--- config.mk ---
export PLATFORM = sky130hd
export DESIGN_NAME = fcr_frequency_control
export DESIGN_NICKNAME = d
export VERILOG_FILES = /design/src/rtl/fcr_pkg.sv /design/src/rtl/fcr_clock_pin_ctl.sv /design/src/rtl/fcr_frequency_control.sv
export SDC_FILE = /design/constraint.sdc
export NUM_CORES = 1
export LEC_CHECK = 0
export BUFFER_PORTS_ARGS = -buffer_cell sky130_fd_sc_hd__clkbuf_2
export CAP_MARGIN = 15
export CORE_UTILIZATION = 42
export DETAILED_ROUTE_END_ITERATION = 10
export PLACE_DENSITY = 0.86
export SYNTH_ARGS = -nofsm -noshare
export SYNTH_HDL_FRONTEND = slang
export SYNTH_SLANG_ARGS = --single-unit
--- constraint.sdc ---
create_clock -name clk -period 1.7 [get_ports clk]
set_input_delay 0.34 -clock clk [delete_from_list [all_inputs] [get_ports clk]]
set_output_delay 0.34 -clock clk [all_outputs]
set_load 0.02 [all_outputs]
--- src/rtl/fcr_pkg.sv ---
// Purpose: constants for the frequency control register block
// Assumes: 16-bit register in the low half of a 32-bit Avalon-MM word
// Notes: one register, word aligned
package fcr_pkg;
    // =====================================================
    // register map
    localparam logic [3:0] FCR_ADDR_FREQ_CONTROL = 4'h0;
    localparam logic [15:0] FCR_RESET_VALUE = 16'h1003;
    localparam logic [15:0] FCR_WRITE_MASK = 16'h1333;
    localparam logic [3:0] FCR_WORD_BYTES = 4'h3;
    // =====================================================
    // field positions
    localparam int FCR_CLOCK_OE_BIT = 12;
    localparam int FCR_MUL_LSB = 8;
    localparam int FCR_CORE_LSB = 4;
    localparam int FCR_PERIPH_LSB = 0;
    // =====================================================
    // strap encodings
    localparam logic [2:0] FCR_MODE_EXT_CLOCK = 3'h7;
    // =====================================================
    // sequencer states
    typedef enum logic [1:0] {
        FCR_RUN = 2'b01,
        FCR_SETTLE = 2'b10
    } fcr_state_e;
endpackage : fcr_pkg

--- src/rtl/fcr_clock_pin_ctl.sv ---
// Purpose: drive control for the bus clock pin
// Assumes: mode and state pins are asynchronous, synchronised here
// Notes: outputs are flops; latency three cycles from pins
`timescale 1ns/1ns
module fcr_clock_pin_ctl
    import fcr_pkg::*;
(
    input wire logic clk,
    input wire logic rstn,
    input wire logic clockPinOutputEnable,
    input wire logic [2:0] clockModePins,
    input wire logic processorStatePinHi,
    input wire logic processorStatePinLo,
    output logic busClockPinOe,
    output logic busClockHoldLow
);
    logic [4:0] syncA;
    logic [4:0] syncB;
    logic [2:0] mode;
    logic hi;
    logic lo;

    // =====================================================
    // two-stage synchroniser
    always_ff @(posedge clk or negedge rstn) begin
        if (!rstn) begin
            syncA <= 5'h00;
            syncB <= 5'h00;
        end else begin
            syncA <= {clockModePins, processorStatePinHi, processorStatePinLo};
            syncB <= syncA;
        end
    end

    assign mode = syncB[4:2];
    assign hi = syncB[1];
    assign lo = syncB[0];

    // =====================================================
    // pin drive
    always_ff @(posedge clk or negedge rstn) begin
        if (!rstn) begin
            busClockPinOe <= 1'b1;
            busClockHoldLow <= 1'b0;
        end else begin
            busClockPinOe <= (mode != FCR_MODE_EXT_CLOCK);
            busClockHoldLow <= (mode != FCR_MODE_EXT_CLOCK) && !clockPinOutputEnable && !hi && lo;
        end
    end
endmodule : fcr_clock_pin_ctl

--- src/rtl/fcr_frequency_control.sv ---
// Purpose: frequency control register with Avalon-MM slave and settling sequencer
// Assumes: watchdog overflow arrives on clk
// Notes: active settings are what the clock generator uses
//
// Chosen here: the address map and the Avalon-MM register port.
`timescale 1ns/1ns
module fcr_frequency_control
    import fcr_pkg::*;
(
    input wire logic clk,
    input wire logic rstn,
    input wire logic [3:0] address,
    input wire logic read,
    input wire logic write,
    input wire logic [31:0] writedata,
    input wire logic [3:0] byteenable,
    output logic [31:0] readdata,
    output logic waitrequest,
    input wire logic watchdogOverflow,
    input wire logic [2:0] clockModePins,
    input wire logic processorStatePinHi,
    input wire logic processorStatePinLo,
    output logic busClockPinOe,
    output logic busClockHoldLow,
    output logic [1:0] pllMultiplier,
    output logic [1:0] coreDivider,
    output logic [1:0] periphDivider,
    output logic processorPause,
    output logic clocksStopped,
    output logic watchdogStart
);
    logic [15:0] frequencyControl;
    fcr_state_e state;
    logic accept;
    logic regHit;
    logic wordAccess;
    logic regWrite;
    logic [15:0] next_frequencyControl;
    logic [15:0] settleSource;

    function automatic logic [1:0] field2(input logic [15:0] v, input int lsb);
        field2 = v[lsb +: 2];
    endfunction : field2

    // =====================================================
    // bus slave: one wait cycle, answer when waitrequest low
    assign accept = (read || write) && !waitrequest;
    assign regHit = (address == FCR_ADDR_FREQ_CONTROL);
    assign wordAccess = (byteenable[1:0] == FCR_WORD_BYTES[1:0]);
    assign regWrite = accept && write && regHit && wordAccess;
    assign next_frequencyControl = writedata[15:0] & FCR_WRITE_MASK;
    assign settleSource = regWrite ? next_frequencyControl : frequencyControl;

    always_ff @(posedge clk or negedge rstn) begin
        if (!rstn) begin
            waitrequest <= 1'b1;
        end else if (waitrequest && (read || write)) begin
            waitrequest <= 1'b0;
        end else begin
            waitrequest <= 1'b1;
        end
    end

    always_ff @(posedge clk or negedge rstn) begin
        if (!rstn) begin
            readdata <= 32'h00000000;
        end else if (waitrequest && read && regHit && wordAccess) begin
            readdata <= {16'h0000, frequencyControl & FCR_WRITE_MASK};
        end else if (waitrequest && read) begin
            readdata <= 32'h00000000;
        end
    end

    // =====================================================
    // register
    always_ff @(posedge clk or negedge rstn) begin
        if (!rstn) begin
            frequencyControl <= FCR_RESET_VALUE;
        end else if (regWrite) begin
            frequencyControl <= next_frequencyControl;
        end
    end

    // =====================================================
    // settling sequencer and active settings
    always_ff @(posedge clk or negedge rstn) begin
        if (!rstn) begin
            state <= FCR_RUN;
            pllMultiplier <= FCR_RESET_VALUE[FCR_MUL_LSB +: 2];
            coreDivider <= FCR_RESET_VALUE[FCR_CORE_LSB +: 2];
            periphDivider <= FCR_RESET_VALUE[FCR_PERIPH_LSB +: 2];
            processorPause <= 1'b0;
            clocksStopped <= 1'b0;
            watchdogStart <= 1'b0;
        end else begin
            watchdogStart <= 1'b0;
            case (state)
                FCR_RUN: begin
                    if (regWrite && field2(next_frequencyControl, FCR_MUL_LSB) != pllMultiplier) begin
                        state <= FCR_SETTLE;
                        processorPause <= 1'b1;
                        clocksStopped <= 1'b1;
                        watchdogStart <= 1'b1;
                    end else if (regWrite) begin
                        coreDivider <= field2(next_frequencyControl, FCR_CORE_LSB);
                        periphDivider <= field2(next_frequencyControl, FCR_PERIPH_LSB);
                    end
                end
                FCR_SETTLE: begin
                    if (watchdogOverflow) begin
                        state <= FCR_RUN;
                        pllMultiplier <= field2(settleSource, FCR_MUL_LSB);
                        coreDivider <= field2(settleSource, FCR_CORE_LSB);
                        periphDivider <= field2(settleSource, FCR_PERIPH_LSB);
                        processorPause <= 1'b0;
                        clocksStopped <= 1'b0;
                    end
                end
                default: begin
                    state <= FCR_RUN;
                    processorPause <= 1'b0;
                    clocksStopped <= 1'b0;
                end
            endcase
        end
    end

    fcr_clock_pin_ctl pinCtl (
        .clk(clk),
        .rstn(rstn),
        .clockPinOutputEnable(frequencyControl[FCR_CLOCK_OE_BIT]),
        .clockModePins(clockModePins),
        .processorStatePinHi(processorStatePinHi),
        .processorStatePinLo(processorStatePinLo),
        .busClockPinOe(busClockPinOe),
        .busClockHoldLow(busClockHoldLow)
    );
endmodule : fcr_frequency_control

==> impl_results.md, run 1 <==
* Status: complete, no violations
* Synth-to-layout area growth at 15.9%
* Routed wire per std cell at 10.8 um
* R2R depth at 5
* Combinational Power Share at 10.1%
* Global route overflow at 0
* HP Class: input pin to async pin
* Crit path largest cell delay at 550 ps
* Clock-pin transition on the worst setup and hold timing paths at 70 ps
* Syn Area/Cell at 11.1 um2
* Post-Route WL at 2.53 mm
* Crit path cell chain: nor2b_1, and4_1, buf_4, o21a_1, a222oi_1
* Router iterations before antenna repair at 4
* Crit path required time at 1870 ps
* Largest net degree at the start of global routing at 37
* Final hold vios at 0
* Core Rows at 21
* CTS tree: yes
* Commonest non-fill, non-tap cell in the layout: clkbuf_2
* Final Wtd Congestion at 0.760
* Initial Utilization at 45.4%
* Max-cap viol count at 0
* Input/output buffers at 41
* Placed cell area at 1720 um2
* Share of cells above drive strength 1 at 37.2%
* Initial drt markers at 30
* Commonest non-fill, non-tap cells in the layout: 41 x clkbuf_2, 28 x dfrtp_1, 25 x conb_1
* Max VDD drop at 0.000599 V
* Met1 WL at 1.02 mm
* Buf/Inv on CP at 1
* GRT Util Overall at 15.1%
* Clock Latency Late Sink at 280 ps
* Total negative slack at 0 ps
* Critical path's slowest cell: dfstp_2
* Die width at 63.0 um
* Syn Inst Count at 141
* Post-synthesis sequential area ratio at 58.3%
* Initial antenna violation count at 0
* Met3 wire length at 160 um
* Critical setup path kind: flop to flop
* Fmax at 0.648 GHz
* Clk pwr share at 34.0%
* CP startpoint kind: flop
* Syn Std Cell Area at 1560 um2
* Switching Fraction at 25.5%
* Clock Skew at 7.87 ps
* CORE AREA at 3440 um2
* Pwr/cell area at 919 nW/um2
* NetSw at 424 uW
* Post-synthesis cell type count at 28
* CTS Buf Count at 5
* Number of fill cells at 302
* Die area at 3970 um2
* Vias per cell at 4.27
* First-pass GRT wire length at 4.40 mm
* Finished Cell Area at 1810 um2
* Routed Antenna Nets at 0
* Crit end category: flop
* Ports at 94
* Top Layer Used: met4
* Fin util at 52.6%
* Tmin final at 1540 ps
* Fin crit share at 90.7%
* Drc violations at 0
* Leakage at 0.000980 uW
* Synth warnings at 0
* Final Max Slew Viols at 0
* Yosys reg bits at 36
* Vias at 999
* Sequential power share at 55.8%
* Routed wl met2 at 1.28 mm
* Final setup violation count at 0
* Worst Path Max Fanout at 5
* CP arrival at 1720 ps
* Antenna diodes at 0
* Worst-case clock buffer depth at 2
* CP top delay family: flip-flops
* Worst path depth at 5
* Clk root buf: clkbuf_8
* Clk sinks at 36
* Post-CTS Resized at 0
* Hold_buf cts at 0
* Die Y at 63.0 um
* RSZ-0062 raised after global routing: no
* Number of global-route vias before repair at 985
* Final #Nets at 237
* Detailed Place HPWL at 2.00 mm
* Internal power at 1240 uW
* Htree depth at 2
* Post-CTS Repair Setup Buffers at 0
## worst register-to-register path: cells and delay by family (launching register included)
kind                   cells  cell delay, ps
AOI/OAI and AO/OA          2             430
buffers and inverters      1             160
DFF                        1             550
and+or+nand+nor            2             290
## sequential cells by signal, indices dropped and copies added, names as in the netlist, 2 cells and up
signal	cells
coreDivider	2
frequencyControl	7
periphDivider	2
pinCtl.syncA	5
pinCtl.syncB	5
pllMultiplier	2
readdata	7
## per-layer routing
| layer | up-vias | track usage [%] |
|---|---|---|
| met1 | 452 | 16.9 |
| met3 | 6 | 6.57 |
| li1 | 507 | - |
| met5 | - | 0 |
| met4 | 0 | 7.85 |
| met2 | 34 | 24.3 |
## synthesized netlist by cell type, drive strengths merged
master  count  area share, %
o31ai       1           0.48
o31a        1           0.56
nor4        1           0.80
o21a        1           0.48
nand2      20            4.8
clkbuf      1           0.24
o21ai      12            3.8
conb        1           0.24
nor3        2           0.96
inv        13            3.1
nand3b      1           0.48
or3b        1           0.56
nand3       1           0.32
nand2b      1           0.40
and3        2           0.80
dfstp       8             13
dfrtp      28             45
nor2b       1           0.40
buf        29             14
mux2        5            3.6
a21oi       1           0.56
a222oi      4            2.6
xor2        2            1.1
and4        1           0.56
nor2        3           0.72
## metrics by stage
step           std cells  setup WS, ps  hold WS (ps)  power, uW
6_report             234           158          80.3       1660
5_1_grt              234          8.42          93.5       1760
4_1_cts              234           130          81.6       1690
3_5_place_dp         226         -55.6           336       1110
3_3_place_gp         226         -19.7           332       1100
2_1_floorplan        165          76.0          44.4       1090
## final cells by class
class / instances / area (um2) / area share, %
clock inverters: 3 / 18.8 / 1.04
inverters: 13 / 48.8 / 2.70
well taps: 46 / 57.6 / 3.18
multi-input cells: 86 / 469 / 25.9
repair buffers: 45 / 235 / 13.0
flip-flops and latches: 36 / 911 / 50.3
clock buffers: 5 / 68.8 / 3.80
## power by group through the flow
stage | logic, uW | clock network, uW | registers [uW]
global route | 189 | 643 | 933
global placement | 164 | 0 | 939
finish | 169 | 566 | 928
CTS | 170 | 587 | 928
detailed placement | 169 | 0 | 943
floorplan | 135 | 0 | 950
## path summary, 6_finish.rpt
check	start	to	slack, ps
setup / recovery	waitrequest$_DFF_PN1_	periphDivider[0]$_DFFE_PN1P_	160
hold / removal	rstn	readdata[8]$_DFFE_PN0P_	80
setup reg to reg	waitrequest$_DFF_PN1_	periphDivider[0]$_DFFE_PN1P_	160
hold reg to reg	pinCtl.syncA[0]$_DFF_PN0_	pinCtl.syncB[0]$_DFF_PN0_	350
max in group asynchronous	rstn	state[0]$_DFFE_PN1P_	1280
min in group clk	processorStatePinLo	pinCtl.syncA[0]$_DFF_PN0_	160
## kinds of logic after synthesis
logic type	share of synthesized area (%)
buffers and inverters	17.4
flip-flops	58.3
AO/OA/AOI/OAI	8.49
multiplexers	3.61
XOR/XNOR	1.12
other	0.240
AND/OR/NAND/NOR	10.8
No activity file was read; power rests on OpenSTA's default activity.
==> run 2, diff against run 1 <==
- ABC_AREA: default -> 1
- CORE_MARGIN: default -> 2
- CORE_UTILIZATION: 42 -> 44
- PLACE_DENSITY: 0.86 -> 0.87
==> run 2 against run 1 <==
Synthesized cell count up 28%. Register-to-register slack gained 190 ps. Utilization grew 0.66 points. Fmax is 14% higher. Critical path depth increased by 2. Largest power group unchanged. Final area rose by 8.5%. Sequential share of layout area shrank 3.9 points.
==> impl_results.md, run 2 <==
* Status: complete, no violations
* First-pass GRT wire length at 4.23 mm
* Ports at 94
* Initial Utilization at 46.1%
* Post-CTS Repair Setup Buffers at 0
* Hold_buf cts at 0
* Count leader, synth: nand2_1
* Antenna diodes at 0
* CP startpoint kind: flop
* Synth area leaders: dfrtp_1 41%, dfstp_2 12%, buf_4 11%
* Pwr/cell area at 951 nW/um2
* Fin crit share at 79.2%
* GRT Util Overall at 13.3%
* CP arrival at 1520 ps
* Flop2flop setup slack at 350 ps
* Syn Std Cell Area at 1700 um2
* Clock-pin transition on the worst setup and hold timing paths at 70 ps
* Detailed Place HPWL at 2.08 mm
* Post-CTS Resized at 0
* Final #Nets at 278
* Clock Latency Late Sink at 280 ps
* Total negative slack at 0 ps
* Initial drt markers at 14
* Clk sinks at 36
* Tmin final at 1350 ps
* Synth warnings at 0
* Share of cells above drive strength 1 at 31.9%
* CORE AREA at 3690 um2
* Routed wire per std cell at 9.55 um
* Input/output buffers at 41
* Worst-case clock buffer depth at 2
* Vias per cell at 4.14
* Routed Antenna Nets at 0
* Post-synthesis cell type count at 21
* Top cells by count, synth: 40 x nand2_1, 28 x dfrtp_1, 26 x buf_4
* Leakage at 0.00112 uW
* Worst Path Max Fanout at 5
* Crit path required time at 1880 ps
* Largest net degree at the start of global routing at 37
* Commonest non-fill, non-tap cells in the layout: 41 x clkbuf_2, 40 x nand2_1, 28 x dfrtp_1
* Worst r2r src: state[0]$_DFFE_PN1P_
* Global route overflow at 0
* Die width at 66.2 um
* RSZ-0062 raised after global routing: no
* Drc violations at 0
* Post-synth EDFFs at 0
* Post-synthesis sequential area ratio at 53.5%
* Top FF cell, synth: dfrtp_1
* Commonest non-fill, non-tap cell in the layout: clkbuf_2
* Final Max Slew Viols at 0
* Clk root buf: clkbuf_8
* CTS tree: yes
* Synth-to-layout area growth at 15.4%
* Vias at 1148
* Top cell type by total area after synthesis: dfrtp_1
* Final hold vios at 0
* Core Rows at 22
* RR Endpoint: coreDivider[0]$_DFFE_PN0P_
* Post-Route WL at 2.65 mm
* Max-cap viol count at 0
* Critical setup path kind: flop to flop
* Fin util at 53.2%
* Initial antenna violation count at 0
* Die area at 4380 um2
* Max VDD drop at 0.000562 V
* Syn Area/Cell at 9.40 um2
* Router iterations before antenna repair at 4
* Post-synth ARST share at 100%
* R2R depth at 7
* Syn Inst Count at 181
* HP Class: input pin to async pin
* CTS Buf Count at 5
* Htree depth at 2
* Final Wtd Congestion at 0.756
* Final setup violation count at 0
* Yosys reg bits at 36
* Clock Skew at 3.94 ps
* Die Y at 66.2 um
* Fmax at 0.742 GHz
* Synth top area share at 41.2%
* Crit end category: flop
* Number of global-route vias before repair at 1030
* Biggest regs: frequencyControl (7), readdata (7)
[run 2: cell types whose count changed in the layout (fill, tap and decap cells not counted), moves of 3 or more]
| cell | delta |
|---|---|
| nand2_4 | +3 |
| nand2_1 | +20 |
| nand3_1 | +12 |
| and2_1 | +4 |
| mux2_2 | -5 |
| a222oi_1 | -4 |
| inv_1 | +7 |
| nor2_1 | +5 |
| inv_2 | +3 |
| buf_4 | -3 |
| nand2_2 | +6 |
[run 2: worst max-delay path: stages (launching register included)]
cell and delay [ps]:
dfstp_2 520, inv_1 50, nor2_1 250, nand2_1 120, nand2_2 130, nand2_4 70
nand2_1 60, nand2_1 50
[run 2: where the power goes]
part           switching [uW]  total, uW  internal, uW
clock network             286        615           329
logic                     200        285          84.8
registers                29.0        967           938
total                     516       1870          1350
[run 2: layer usage]
layer / up-vias / track usage [%] / share of wire [%]
met5: - / 0 / 0
met3: 5 / 5.11 / 8.2
li1: 597 / - / -
met4: 0 / 7.14 / 2.0
met2: 39 / 21.1 / 47
met1: 507 / 15.4 / 43
[run 2: per-stage QoR]
step	total power [uW]	cell area (um2)	setup WS, ps	cells	hold slack, ps
after global routing	1980	1960	256	277	110
after detailed placement	1270	1870	341	269	336
final	1870	1960	353	277	73.3
after global placement	1270	1870	369	269	333
after CTS	1900	1960	338	277	77.1
after floorplan	1210	1790	396	205	44.4
[run 2: area by class of cell]
cell class / count / area, um2
Clock buffer: 7 / 86.3
Clock inverter: 1 / 7.51
Fill cell: 360 / 1730
Inverter: 23 / 86.3
Multi-Input combinational cell: 120 / 599
Sequential cell: 36 / 911
Tap cell: 48 / 60.1
Timing Repair Buffer: 42 / 213
[run 2: how the worst max path moves through the flow]
stage	from	endpoint	slack [ps]
global route	waitrequest$_DFF_PN1_	readdata[1]$_DFFE_PN0P_	260
global placement	address[0]	coreDivider[0]$_DFFE_PN0P_	370
CTS	waitrequest$_DFF_PN1_	waitrequest	340
floorplan	waitrequest$_DFF_PN1_	coreDivider[0]$_DFFE_PN0P_	400
finish	state[0]$_DFFE_PN1P_	coreDivider[0]$_DFFE_PN0P_	350
detailed placement	address[1]	coreDivider[0]$_DFFE_PN0P_	340
[run 2: kinds of logic after synthesis]
group	Yosys count	share of synthesized area (%)
flip-flops	36	53.5
other	1	0.220
buffers and inverters	49	16.5
AO/OA/AOI/OAI	15	5.37
XOR/XNOR	1	0.515
AND/OR/NAND/NOR	79	23.8
==> run 3, diff against run 2 <==
- ABC_AREA: 1 -> 0
- CORE_UTILIZATION: 44 -> 38
- PLACE_DENSITY: 0.87 -> 0.83
- clock period: 1.7 -> 1.2 ns (I/O delays scaled with it)
==> run 3 against run 2 <==
The run now ends with setup timing left. First-iteration DRC count grew to 2.9 times the previous value. Sequential share of layout area shrank 3.4 points. Global-route usage grew 0.66 points. Combinational power grew 11%. Final cell count shrank 8.3%. Critical path depth shrank 2. Largest power group unchanged.
==> impl_results.md, run 3 (synthesized netlist as in run 1, its figures left out) <==
* Status: finished, violations left
* Crit path largest cell delay at 540 ps
* Antenna diodes at 0
* Tmin final at 1510 ps
* Total negative slack at -2640 ps
* Clock Latency Late Sink at 290 ps
* Synth-to-layout area growth at 35.8%
* GRT Util Overall at 14.0%
* FF/Latch Area at 911 um2
* Initial antenna violation count at 0
* Setup ws final at -307 ps
* Die area at 4640 um2
* Crit end category: flop
* Biggest regs: frequencyControl (7), readdata (7)
* Global route overflow at 0
* RSZ-0062 raised after global routing: yes
* Final #Nets at 253
* Final setup violation count at 15
* Number of global-route vias before repair at 1030
* R2R depth at 5
* Ports at 94
* Routed Antenna Nets at 0
* Combinational Power Share at 12.5%
* CP top delay family: flip-flops
* Crit path required time at 1370 ps
* Clock Skew at 8.32 ps
* Largest net degree at the start of global routing at 37
* Final Wtd Congestion at 0.701
* CORE AREA at 3970 um2
* CP arrival at 1680 ps
* Htree depth at 2
* Internal power at 1870 uW
* Buf/Inv on CP at 1
* Worst Path Max Fanout at 6
* CTS Buf Count at 5
* Clk sinks at 36
* Commonest non-fill, non-tap cells in the layout: 33 x clkbuf_2, 28 x dfrtp_1, 25 x conb_1
* Router iterations before antenna repair at 6
* Worst path depth at 5
* Critical setup path kind: flop to flop
* Die Y at 68.1 um
* HP Class: input pin to flop
* Fin crit share at 126%
* NetSw at 662 uW
* Switching Fraction at 26.2%
* Final Max Slew Viols at 0
* Final hold vios at 0
* Critical path's slowest cell: dfstp_2
* Clk pwr share at 35.6%
* Violated checks: setup timing
* Clock-pin transition on the worst setup and hold timing paths at 80 ps
* First-pass GRT wire length at 4.65 mm
* Worst-case clock buffer depth at 2
* Post-Route WL at 3.24 mm
* Core Rows at 23
* Max-cap viol count at 0
* Die width at 68.1 um
* Hold Startpoint: processorStatePinHi
* Pwr/cell area at 1190 nW/um2
* Vias per cell at 4.35
* Fmax at 0.663 GHz
* Max VDD drop at 0.000555 V
* CP startpoint kind: flop
* Leakage at 0.00111 uW
* Drc violations at 0
* Multi-input gate area at 537 um2
* Detailed Place HPWL at 2.12 mm
* Worst r2r src: waitrequest$_DFF_PN1_
* Number of fill cells at 338
* Routed wire per std cell at 12.8 um
* Share of cells above drive strength 1 at 47.5%
* CP startpoint: waitrequest$_DFF_PN1_
* Crit path cell chain: nor2b_2, and4_4, buf_6, o21a_4, a222oi_1
* Design Power at 2530 uW
* Commonest non-fill, non-tap cell in the layout: clkbuf_2
* CTS tree: yes
* Vias at 1106
* Hold Path Depth at 1
* Initial drt markers at 41
* Sequential power share at 51.9%
* Initial Utilization at 39.3%
* Input/output buffers at 41
* Clk root buf: clkbuf_8
==> run 3: path summary, 6_finish.rpt <==
| check | slack [ps] | end |
|---|---|---|
| min in group asynchronous | 440 | pinCtl.busClockHoldLow$_DFF_PN0_ |
| max | -310 | periphDivider[0]$_DFFE_PN1P_ |
| max reg2reg | -310 | periphDivider[0]$_DFFE_PN1P_ |
| min reg2reg | 340 | pinCtl.syncB[2]$_DFF_PN0_ |
| min | 60 | pinCtl.syncA[1]$_DFF_PN0_ |
| max in group asynchronous | 500 | periphDivider[1]$_DFFE_PN1P_ |
==> run 3: repair_timing <==
item,in CTS,in global routing
setup buffers,5,6
gates cloned,0,0
resized for setup,22,27
endpoints found under the hold margin,28,0
hold buffers,1,0
pin swaps,6,3
endpoints found under the setup margin,22,23
==> run 3: area by class of cell <==
cell class,instances,share of cell area (%)
Clock inverter,1,0.354
Sequential cell,36,42.9
Timing Repair Buffer,61,22.1
Clock buffer,7,4.07
Tap cell,50,2.95
Inverter,13,2.30
Multi-Input combinational cell,86,25.3
==> run 3: power groups by stage <==
stage | Combinational, uW | Clock (uW) | Sequential [uW]
global route | 347 | 971 | 1320
CTS | 291 | 912 | 1310
global placement | 252 | 0 | 1330
floorplan | 194 | 0 | 1350
detailed placement | 258 | 0 | 1330
finish | 316 | 901 | 1310
==> run 3: worst register-to-register path: stages, from the launching register on <==
cell	delay, ps
dfstp_2	540
nor2b_2	40
and4_4	170
buf_6	140
o21a_4	120
a222oi_1	380
==> run 3: metrics by stage <==
step	utilization (%)	setup WS [ps]	instance area, um2	std cells	hold WS (ps)
2_1_floorplan	-	-361	1660	165	-55.6
3_3_place_gp	45.1	-406	1790	237	213
3_5_place_dp	45.1	-507	1790	237	217
4_1_cts	50.8	-250	2020	250	49.0
5_1_grt	53.4	-350	2120	254	44.2
6_report	53.4	-307	2120	254	59.2
==> run 3: layer usage <==
layer | routed length, um | global-route usage (%)
met5 | 0 | 0
met2 | 1790 | 22.5
met3 | 212 | 4.28
met4 | 32 | 6.75
met1 | 1210 | 17.0
